$ cat config.mk
export PLATFORM = sky130hd
export DESIGN_NAME = dcnc_core
export DESIGN_NICKNAME = d
export VERILOG_FILES = /design/src/pkg/dcnc_pkg.sv /design/src/hdl/dcnc_twi.sv /design/src/hdl/dcnc_nvm.sv /design/src/hdl/dcnc_core.sv
export SDC_FILE = /design/constraint.sdc
export NUM_CORES = 1
export LEC_CHECK = 0
export BUFFER_PORTS_ARGS = -buffer_cell sky130_fd_sc_hd__buf_4
export CAP_MARGIN = 20
export CORE_UTILIZATION = 69
export CTS_BUF_LIST = sky130_fd_sc_hd__clkbuf_16
export DETAILED_ROUTE_END_ITERATION = 16
export GPL_TIMING_DRIVEN = 0
export PLACE_DENSITY_LB_ADDON = 0.3
export SLEW_MARGIN = 20
export SYNTH_ARGS = -nofsm -noshare
export SYNTH_HDL_FRONTEND = slang
export SYNTH_SLANG_ARGS = --single-unit
$ cat constraint.sdc
create_clock -name clk_sys -period 8.4 [get_ports clk_sys]
set_input_delay 1.68 -clock clk_sys [delete_from_list [all_inputs] [get_ports clk_sys]]
set_output_delay 1.68 -clock clk_sys [all_outputs]
set_load 0.005 [all_outputs]
$ cat src/pkg/dcnc_pkg.sv
// Constants, register map and state codes of the converter control core.
// Assumes a single 100 MHz system clock domain.
// Operation
// Output code is unsigned straight binary
// Any reset loads all registers from NVM
// Code width is 8 or 10 bits
// Supply reference by default; bit enables internal
// Two-bit field selects 1.5x to 4x gain
// New code applies when write frame ends
// Update-busy flag high while waveform runs
// Host avoids converter writes while update-busy
// Store bit saves settings to NVM
// Memory_op_active flag set, writes ignored meanwhile
// Host avoids code reads while Memory_op_active
// Recall bit reloads NVM, then self-clears
// Configuration fields at fixed bit positions
// Output code in bits 11:2, NVM-backed
// Margin codes in bits 11:4, NVM-backed
// Waveform start bit 8 is NVM-backed
// 10-bit CRC stored and checked with NVM
// Two CRC fault flags in status
// User CRC fault loads factory values
// Internal CRC fault loads factory values
// Fault flags clear only by reset
// Output powers up high-impedance unless saved
// Code 1010 in reset field restarts device
// NVM write keeps busy for 10 ms
// CRC polynomial 0x233, MSB first, zero seed
package dcnc_pkg;
  localparam int          CLK_MHZ      = 100;
  localparam int          PROG_TIME_US = 10000;
  localparam int          PROG_CYC     = PROG_TIME_US * CLK_MHZ;
  localparam int          LOAD_CYC     = 16;
  localparam logic [7:0]  REG_CODE     = 8'h10;
  localparam logic [7:0]  REG_MHI      = 8'h25;
  localparam logic [7:0]  REG_MLO      = 8'h26;
  localparam logic [7:0]  REG_STAT     = 8'hD0;
  localparam logic [7:0]  REG_CFG      = 8'hD1;
  localparam logic [7:0]  REG_TRIG     = 8'hD3;
  localparam int          TRIG_GO      = 8;
  localparam int          TRIG_RCL     = 5;
  localparam int          TRIG_STO     = 4;
  localparam logic [3:0]  SRST_CODE    = 4'hA;
  localparam int          CFG_WAVE_LSB = 14;
  localparam int          CFG_PDN_LSB  = 3;
  localparam int          CFG_REF      = 2;
  localparam int          CFG_SPAN_LSB = 0;
  localparam int          CODE_MSB     = 11;
  localparam logic [15:0] CFG_MASK     = 16'hEFFF;
  localparam logic [15:0] MARGIN_MASK  = 16'h0FF0;
  localparam logic [15:0] CFG_RST      = 16'h01F0;
  localparam logic [15:0] CODE_RST     = 16'h0000;
  localparam logic [15:0] MARGIN_RST   = 16'h0000;
  localparam logic        GO_RST       = 1'b0;
  localparam logic [1:0]  PDN_HIZ      = 2'b10;
  localparam int          IMG_W        = 65;
  localparam int          TRIM_W       = 16;
  localparam logic [9:0]  CRC_POLY     = 10'h233;
  localparam logic [IMG_W-1:0] IMG_RST =
    {CFG_RST, GO_RST, CODE_RST, MARGIN_RST, MARGIN_RST};

  typedef enum logic [1:0] {
    ST_IDLE = 2'b00,
    ST_LOAD = 2'b01,
    ST_PROG = 2'b10
  } dcnc_state_e;
endpackage

$ cat src/hdl/dcnc_twi.sv
// Two-wire serial slave: pointer byte, then 16-bit data MSB first.
// Assumes scl_in and sda_in are raw pins; sampled with clk_sys.
`timescale 1ns/100ps
module dcnc_twi
#(
  parameter logic [6:0] DEV_ADDR = 7'h48
)
(
  input  wire logic        clk_sys,
  input  wire logic        rst_n,
  input  wire logic        scl_in,
  input  wire logic        sda_in,
  output logic             sda_out,
  output logic             sda_oe,
  output logic             wr_stb,
  output logic [7:0]       reg_ptr,
  output logic [15:0]      wr_data,
  input  wire logic [15:0] rd_data
);
  typedef struct packed {
    logic [2:0]  sc;
    logic [2:0]  sd;
    logic        act;
    logic        rw;
    logic        ackp;
    logic        pend;
    logic        tsel;
    logic        oe;
    logic        wr;
    logic [3:0]  bc;
    logic [1:0]  bn;
    logic [7:0]  sh;
    logic [7:0]  ptr;
    logic [15:0] wd;
  } dcnc_twi_s;

  dcnc_twi_s s;
  dcnc_twi_s next_s;
  logic      rise;
  logic      fall;
  logic      start;
  logic      stop;

  // Stage 0 feeds only stage 1; edges use stages 1 and 2
  assign rise  = s.sc[1] & ~s.sc[2];
  assign fall  = ~s.sc[1] & s.sc[2];
  assign start = s.sc[1] & s.sc[2] & s.sd[2] & ~s.sd[1];
  assign stop  = s.sc[1] & s.sc[2] & ~s.sd[2] & s.sd[1];

  always_comb
  begin
    next_s    = s;
    next_s.sc = {s.sc[1:0], scl_in};
    next_s.sd = {s.sd[1:0], sda_in};
    next_s.wr = 1'b0;
    if (start)
    begin
      next_s.act  = 1'b1;
      next_s.rw   = 1'b0;
      next_s.ackp = 1'b0;
      next_s.pend = 1'b0;
      next_s.oe   = 1'b0;
      next_s.bc   = 4'h0;
      next_s.bn   = 2'h0;
    end
    else if (stop)
    begin
      // Data commits only at frame end
      next_s.wr   = s.pend;
      next_s.pend = 1'b0;
      next_s.act  = 1'b0;
      next_s.oe   = 1'b0;
    end
    else if (s.act && rise)
    begin
      if (s.bc != 4'h8)
      begin
        next_s.bc = s.bc + 4'h1;
        if (!s.rw)
          next_s.sh = {s.sh[6:0], s.sd[1]};
      end
      else if (s.rw && !s.ackp)
      begin
        // Host NACK ends the read; ACK asks for the next byte
        if (s.sd[1])
          next_s.act = 1'b0;
        else
          next_s.ackp = 1'b1;
      end
    end
    else if (s.act && fall)
    begin
      if (s.ackp)
      begin
        next_s.ackp = 1'b0;
        next_s.bc   = 4'h0;
        next_s.oe   = 1'b0;
        if (s.rw)
        begin
          next_s.sh   = s.tsel ? rd_data[7:0] : rd_data[15:8];
          next_s.tsel = ~s.tsel;
          next_s.oe   = ~next_s.sh[7];
        end
      end
      else if (s.bc == 4'h8 && !s.rw)
      begin
        next_s.ackp = 1'b1;
        next_s.oe   = 1'b1;
        next_s.bn   = (s.bn == 2'h3) ? 2'h3 : s.bn + 2'h1;
        unique case (s.bn)
          2'h0:
            if (s.sh[7:1] != DEV_ADDR)
            begin
              next_s.act  = 1'b0;
              next_s.ackp = 1'b0;
              next_s.oe   = 1'b0;
            end
            else
            begin
              next_s.rw   = s.sh[0];
              next_s.tsel = 1'b0;
            end
          2'h1: next_s.ptr = s.sh;
          2'h2: next_s.wd[15:8] = s.sh;
          2'h3:
          begin
            next_s.wd[7:0] = s.sh;
            next_s.pend    = 1'b1;
          end
        endcase
      end
      else if (s.bc == 4'h8)
        next_s.oe = 1'b0;
      else if (s.rw && s.bc != 4'h0)
      begin
        next_s.sh = {s.sh[6:0], 1'b0};
        next_s.oe = ~next_s.sh[7];
      end
    end
  end

  always_ff @(posedge clk_sys or negedge rst_n)
  begin
    if (!rst_n)
      s <= '{sc: 3'h7, sd: 3'h7, default: '0};
    else
      s <= next_s;
  end

  // Open drain: only ever pulls low
  assign sda_out = 1'b0;
  assign sda_oe  = s.oe;
  assign wr_stb  = s.wr;
  assign reg_ptr = s.ptr;
  assign wr_data = s.wd;
endmodule

$ cat src/hdl/dcnc_nvm.sv
// Nonvolatile image model in flip-flops with CRC check of each image.
// Assumes rst_nvm_n models factory programming, kept apart from rst_n.
`timescale 1ns/100ps
module dcnc_nvm
#(
  parameter logic [15:0] TRIM = 16'h5A3C // Arbitrary factory trim
)
(
  input  wire logic                       clk_sys,
  input  wire logic                       rst_nvm_n,
  input  wire logic                       prog,
  input  wire logic [dcnc_pkg::IMG_W-1:0] prog_data,
  input  wire logic                       corrupt_user,
  input  wire logic                       corrupt_trim,
  output logic [dcnc_pkg::IMG_W-1:0]      user_data,
  output logic                            user_ok,
  output logic                            trim_ok
);
  localparam int W = dcnc_pkg::IMG_W;

  function automatic logic [9:0] crc_of(input logic [W-1:0] d,
                                        input int n);
    logic [9:0] c;
    logic       fb;
    c = 10'h000;
    for (int i = W - 1; i >= 0; i--)
    begin
      fb = c[9] ^ d[i];
      if (i < n)
        c = {c[8:0], 1'b0} ^ (fb ? dcnc_pkg::CRC_POLY : 10'h000);
    end
    return c;
  endfunction

  typedef struct packed {
    logic [W-1:0]               ud;
    logic [9:0]                 uc;
    logic [dcnc_pkg::TRIM_W-1:0] td;
    logic [9:0]                 tc;
  } dcnc_nvm_s;

  localparam logic [W-1:0] TRIM_EXT = W'(TRIM);
  localparam dcnc_nvm_s RST_S = '{
    ud: dcnc_pkg::IMG_RST,
    uc: crc_of(dcnc_pkg::IMG_RST, W),
    td: TRIM,
    tc: crc_of(TRIM_EXT, dcnc_pkg::TRIM_W)
  };

  dcnc_nvm_s s;
  dcnc_nvm_s next_s;

  always_comb
  begin
    next_s = s;
    if (prog)
    begin
      next_s.ud = prog_data;
      next_s.uc = crc_of(prog_data, W);
    end
    // Single-bit upsets for exercising the alarm path
    if (corrupt_user)
      next_s.ud[0] = ~s.ud[0];
    if (corrupt_trim)
      next_s.td[0] = ~s.td[0];
  end

  always_ff @(posedge clk_sys or negedge rst_nvm_n)
  begin
    if (!rst_nvm_n)
      s <= RST_S;
    else
      s <= next_s;
  end

  assign user_data = s.ud;
  assign user_ok   = crc_of(s.ud, W) == s.uc;
  assign trim_ok   = crc_of(W'(s.td), dcnc_pkg::TRIM_W) == s.tc;
endmodule

$ cat src/hdl/dcnc_core.sv
// Converter control core: registers, NVM store and recall, CRC alarms.
// Assumes a two-wire host on the pins and one 100 MHz clock.
`timescale 1ns/100ps
module dcnc_core
#(
  parameter int         RES      = 10,
  parameter logic [6:0] DEV_ADDR = 7'h48,
  parameter int         PROG_CYC = dcnc_pkg::PROG_CYC
)
(
  input  wire logic           clk_sys,
  input  wire logic           rst_n,
  input  wire logic           rst_nvm_n,
  input  wire logic           scl_in,
  input  wire logic           sda_in,
  output logic                sda_out,
  output logic                sda_oe,
  input  wire logic           corrupt_user,
  input  wire logic           corrupt_trim,
  output logic [RES-1:0]      dac_code,
  output logic                ref_enable,
  output logic [1:0]          gain_select,
  output logic                out_hiz,
  output logic                out_load_10k,
  output logic [1:0]          waveform_select,
  output logic                waveform_go,
  output logic                update_busy,
  output logic                memory_op_active,
  output logic                user_crc_fault,
  output logic                factory_crc_fault
);
  localparam int TMAX =
    PROG_CYC > dcnc_pkg::LOAD_CYC ? PROG_CYC : dcnc_pkg::LOAD_CYC;
  localparam int TW = $clog2(TMAX + 1);
  localparam logic [TW-1:0] PROG_END = TW'(PROG_CYC - 1);
  localparam logic [TW-1:0] LOAD_END = TW'(dcnc_pkg::LOAD_CYC - 1);
  localparam logic [15:0] CODE_MASK =
    16'(((1 << RES) - 1) << (dcnc_pkg::CODE_MSB + 1 - RES));

  typedef struct packed {
    dcnc_pkg::dcnc_state_e st;
    logic [TW-1:0]         tmr;
    logic [15:0]           cfg;
    logic [15:0]           code;
    logic [15:0]           mhi;
    logic [15:0]           mlo;
    logic                  go;
    logic                  sto;
    logic                  rcl;
    logic                  ufl;
    logic                  ffl;
    logic                  prog;
  } dcnc_ctl_s;

  // Reset enters the load state so every start recalls the NVM image
  localparam dcnc_ctl_s RST_S = '{
    st:   dcnc_pkg::ST_LOAD,
    tmr:  '0,
    cfg:  dcnc_pkg::CFG_RST,
    code: dcnc_pkg::CODE_RST,
    mhi:  dcnc_pkg::MARGIN_RST,
    mlo:  dcnc_pkg::MARGIN_RST,
    go:   dcnc_pkg::GO_RST,
    default: '0
  };

  dcnc_ctl_s                  s;
  dcnc_ctl_s                  next_s;
  logic                       wr_stb;
  logic [7:0]                 reg_ptr;
  logic [15:0]                wr_data;
  logic [15:0]                rd_data;
  logic [dcnc_pkg::IMG_W-1:0] nvm_data;
  logic                       user_ok;
  logic                       trim_ok;
  logic                       busy;
  logic                       swrst;
  logic                       load_end;

  dcnc_twi
  #(
    .DEV_ADDR (DEV_ADDR)
  )
  u_twi
  (
    .clk_sys (clk_sys),
    .rst_n   (rst_n),
    .scl_in  (scl_in),
    .sda_in  (sda_in),
    .sda_out (sda_out),
    .sda_oe  (sda_oe),
    .wr_stb  (wr_stb),
    .reg_ptr (reg_ptr),
    .wr_data (wr_data),
    .rd_data (rd_data)
  );

  dcnc_nvm u_nvm
  (
    .clk_sys      (clk_sys),
    .rst_nvm_n    (rst_nvm_n),
    .prog         (s.prog),
    .prog_data    ({s.cfg, s.go, s.code, s.mhi, s.mlo}),
    .corrupt_user (corrupt_user),
    .corrupt_trim (corrupt_trim),
    .user_data    (nvm_data),
    .user_ok      (user_ok),
    .trim_ok      (trim_ok)
  );

  assign busy     = s.st != dcnc_pkg::ST_IDLE;
  assign load_end = s.st == dcnc_pkg::ST_LOAD && s.tmr == LOAD_END;
  assign swrst    = wr_stb && !busy && reg_ptr == dcnc_pkg::REG_TRIG
                    && wr_data[3:0] == dcnc_pkg::SRST_CODE;

  // Read mux; unmapped pointers read zero
  always_comb
  begin
    unique case (reg_ptr)
      dcnc_pkg::REG_CODE: rd_data = s.code;
      dcnc_pkg::REG_MHI:  rd_data = s.mhi;
      dcnc_pkg::REG_MLO:  rd_data = s.mlo;
      dcnc_pkg::REG_CFG:  rd_data = s.cfg;
      dcnc_pkg::REG_STAT:
        rd_data = {s.ufl, s.ffl, busy, s.go, 12'h000};
      dcnc_pkg::REG_TRIG:
        rd_data = {7'h00, s.go, 2'b00, s.rcl, s.sto, 4'h0};
      default:            rd_data = 16'h0000;
    endcase
  end

  always_comb
  begin
    next_s      = s;
    next_s.prog = 1'b0;
    unique case (s.st)
      dcnc_pkg::ST_IDLE:
        // Writes during NVM activity never reach this branch
        if (wr_stb)
        begin
          unique case (reg_ptr)
            dcnc_pkg::REG_CODE:
              next_s.code = wr_data & CODE_MASK;
            dcnc_pkg::REG_MHI:
              next_s.mhi = wr_data & dcnc_pkg::MARGIN_MASK;
            dcnc_pkg::REG_MLO:
              next_s.mlo = wr_data & dcnc_pkg::MARGIN_MASK;
            dcnc_pkg::REG_CFG:
              next_s.cfg = wr_data & dcnc_pkg::CFG_MASK;
            dcnc_pkg::REG_TRIG:
              if (swrst)
                next_s = RST_S;
              else
              begin
                next_s.go = wr_data[dcnc_pkg::TRIG_GO];
                if (wr_data[dcnc_pkg::TRIG_STO])
                begin
                  next_s.st   = dcnc_pkg::ST_PROG;
                  next_s.sto  = 1'b1;
                  next_s.prog = 1'b1;
                  next_s.tmr  = '0;
                end
                else if (wr_data[dcnc_pkg::TRIG_RCL])
                begin
                  next_s.st  = dcnc_pkg::ST_LOAD;
                  next_s.rcl = 1'b1;
                  next_s.tmr = '0;
                end
              end
            default: ;
          endcase
        end
      dcnc_pkg::ST_LOAD:
      begin
        next_s.tmr = s.tmr + 1'b1;
        if (load_end)
        begin
          next_s.st  = dcnc_pkg::ST_IDLE;
          next_s.tmr = '0;
          next_s.rcl = 1'b0;
          if (user_ok && trim_ok)
            {next_s.cfg, next_s.go, next_s.code, next_s.mhi,
             next_s.mlo} = nvm_data;
          else
            {next_s.cfg, next_s.go, next_s.code, next_s.mhi,
             next_s.mlo} = dcnc_pkg::IMG_RST;
          // Sticky: only a reset clears them
          next_s.ufl = s.ufl | ~user_ok;
          next_s.ffl = s.ffl | ~trim_ok;
        end
      end
      dcnc_pkg::ST_PROG:
      begin
        next_s.tmr = s.tmr + 1'b1;
        if (s.tmr == PROG_END)
        begin
          next_s.st  = dcnc_pkg::ST_IDLE;
          next_s.tmr = '0;
          next_s.sto = 1'b0;
        end
      end
      default: next_s = RST_S;
    endcase
  end

  always_ff @(posedge clk_sys or negedge rst_n)
  begin
    if (!rst_n)
      s <= RST_S;
    else
      s <= next_s;
  end

  // Code leaves the register untouched; straight binary out
  assign dac_code = s.code[dcnc_pkg::CODE_MSB -: RES];
  assign ref_enable  = s.cfg[dcnc_pkg::CFG_REF];
  // Gain only matters while the internal reference is on
  assign gain_select = s.cfg[dcnc_pkg::CFG_SPAN_LSB +: 2];
  assign out_hiz = s.cfg[dcnc_pkg::CFG_PDN_LSB +: 2]
                   == dcnc_pkg::PDN_HIZ;
  assign out_load_10k = s.cfg[dcnc_pkg::CFG_PDN_LSB];
  assign waveform_select = s.cfg[dcnc_pkg::CFG_WAVE_LSB +: 2];
  assign waveform_go = s.go;
  // Waveform runs until software stops it; busy follows the run
  assign update_busy = s.go;
  assign memory_op_active = busy;
  assign user_crc_fault = s.ufl;
  assign factory_crc_fault = s.ffl;
endmodule

==> out/results.tsv <==
metric	value	unit
Worst VDD drop	0.0002169	V
Routed WL	43.17	mm
post-synthesis register bit count	218	
FMAX	187.5	MHz
Logic pwr share	4.6	%
worst min-delay path class	flip-flop to flip-flop	
Synth Area per Inst	10.32	um2
share of cells above drive strength 1	16.10	%
maximum level of the CTS H-tree	1	
Area growth syn-to-layout	10.31	%
Tot GR Track Use	43.67	%
TritonRoute pass-1 iters	7	
yosys warns	0	
clock slew at reported path FFs	0.06	ns
EDFF count, synth	0	
Crit path max-delay family	XOR/XNOR gates	
global-route wire length before repair	65.05	mm
maxcap violations	0	
latest clock arrival within the worst-skew pair	0.54	ns
Post-CTS Setup Bufs	0	
Yosys cell types	69	
I/O pin cnt	31	
fill count	1308	
slowest CP cell	xor2_1	
outcome	finished, final reports clean	
DRT antenna net count	0	
area of the multi-input gates	0.007811	mm2
final hold violation count	0	
Vias/cell	6.647	
crit end category	flip-flop	
CP arrival	5.80	ns
NumNets Final	1412	
die width	143.7	um
FP Rows	51	
Setup crit start kind	flip-flop	
top_reg_cell synth	dfrtp_1	
Max Slew Vio Count	0	
internal power	0.001781	W
utilization after layout	78.02	%
Clock Tree Root	clkbuf_16	
Worst Path Buf+Inv	1	
cts hold-fix bufs	0	
most frequent CP cell	xnor2_1	
largest net degree at the start of global routing	77	
Mapped Cells	1342	
vias in the first global route	10970	
die height	143.7	um
Final Skew	0.01178	ns
Rel. slew slack	38.05	%
die area	0.02065	mm2
P_sw	0.0005447	W
worst-path fanout max	7	
Clock power frac	48.6	%
synthesized area	0.01386	mm2
Flop pwr share	46.8	%
PostCTS Resize Cnt	0	
DR iter-0 viols	1114	
fin crit period	5.333	ns
Sequential cell area	0.005483	mm2
Port Buffers	29	
initial antenna violation count	1	
Syn Nets	1356	
starting density of the core	70.73	%
average wire per standard cell	25.67	um
Worst Tran Pin Value	0.9250	ns
Final period util	63.49	%
RSZ-0062 raised after global routing	false	
ys async rst share	100.0	%
Power Density	152.1	mW/mm2
total leakage power	6.672	nW
core area	0.01959	mm2
CTS max path bufs	3	
most common cell after layout, fill and taps aside	xnor2_1	
GPL Wtd Cong	0.9777	
register area share after synthesis	39.57	%
total power	0.002325	W
CP max stage delay	0.74	ns
global route overflow	0	
most frequent cells in the layout	202 x xnor2_1, 196 x dfrtp_1, 137 x nand2_1	
endpoints failing setup	0	
CTS tree	done	
# DRC	0	
setup TNS	0	ns
Setup CP Type	flip-flop to flip-flop	
CP Cell Sequence	clkbuf_1 -> xnor3_1 -> xnor2_1 -> xnor3_1 -> xor2_1 -> xnor2_1 -> xnor3_1 -> xnor2_1 -> xnor2_1 -> xnor2_1 -> xor2_1 -> mux2_2	
CTS Sinks	218	
TritonCTS Buffers	24	
CP required	8.87	ns
hpwl dp	30.85	mm
Switching Share	23.42	%
Vias	11180	
## state kept, by name, summed over array words and instances, names as in the netlist, 2 cells and up
name,count
u_nvm.user_data,65
u_nvm.s,11
s,73
u_twi.s,21
dac_code,10
u_twi.reg_ptr,8
waveform_select,2
u_twi.wr_data,15
gain_select,2
u_twi.next_s,4
## worst reg2reg max path: cells and delay by family, from the launching register on
kind / cells / cell delay, ns
flip-flops: 1 / 0.39
XOR/XNOR: 10 / 4.11
buffers and inverters: 1 / 0.45
multiplexers: 1 / 0.30
## power groups by stage
stage	clock [W]	sequential (W)	combinational, W
floorplan	0	0.00110	0.0000649
global placement	0	0.00111	0.0000996
detailed placement	0	0.00111	0.000106
CTS	0.00113	0.00109	0.000107
global route	0.00117	0.00109	0.000120
finish	0.00113	0.00109	0.000107
## path summary, 6_finish.rpt
kind	startpoint	to	slack (ns)	depth (start not counted)
max	waveform_select[0]	u_nvm.s[30]	3.07	12
max in group asynchronous	rst_n	s[10]	6.54	2
min	u_twi.next_s[46]	u_twi.next_s[47]	0.36	0
min in group asynchronous	rst_n	s[81]	1.07	1
max reg2reg	waveform_select[0]	u_nvm.s[30]	3.07	12
min reg2reg	u_twi.next_s[46]	u_twi.next_s[47]	0.36	0
## logic make-up after synthesis
group,after synthesis,share of synthesized area (%)
compound gates,223,10.42
mux,99,7.974
fa+ha+maj,7,0.6321
simple gates,361,12.17
other cells,1,0.02706
flops,218,39.57
buf+inv,123,4.091
xor+xnor,310,25.11
## per-layer routing
| layer | wire length (um) | vias up | GRT usage, % |
|---|---|---|---|
| li1 | - | 4780 | - |
| met5 | 13 | - | 0 |
| met4 | 3200 | 2 | 27.10 |
| met3 | 4831 | 216 | 11.90 |
| met2 | 19070 | 696 | 66.84 |
| met1 | 16060 | 5486 | 55.33 |
## per-stage QoR
stage          setup slack, ns  cell area (um2)  hold slack, ns  cells
2_1_floorplan            4.376            13860          0.3452   1342
3_3_place_gp             3.830            14410          0.3460   1636
3_5_place_dp             3.736            14440          0.3488   1637
4_1_cts                  3.677            15270          0.3582   1681
5_1_grt                  2.973            15280          0.3606   1681
6_report                 3.067            15280          0.3570   1682
## cells in the mapped netlist, types with 19 or more instances
library cell,instances,share of area (%)
dfrtp_1,196,35
nand2_1,137,3.7
mux2_2,91,7.4
clkbuf_1,51,1.4
nand3_1,19,0.69
nor2_1,87,2.4
o21ai_0,66,2.4
a21oi_1,32,1.2
nand4_1,37,1.7
nor3_1,20,0.72
a31oi_1,42,1.9
xnor3_1,41,6.7
xor2_1,53,3.4
dfstp_2,22,4.2
inv_1,36,0.98
xnor2_1,202,13
## area by class of cell
class                           instances  area share, %
Sequential cell                       218          35.87
Inverter                               36         0.8841
Tap cell                              265          2.169
Multi-Input combinational cell       1001          51.10
Antenna cell                            1        0.01637
Timing Repair Buffer                   30          1.678
Clock buffer                           24          3.929
Buffer                                 87          2.824
Clock inverter                         20          1.523
No activity file was read; power rests on OpenSTA's default activity.
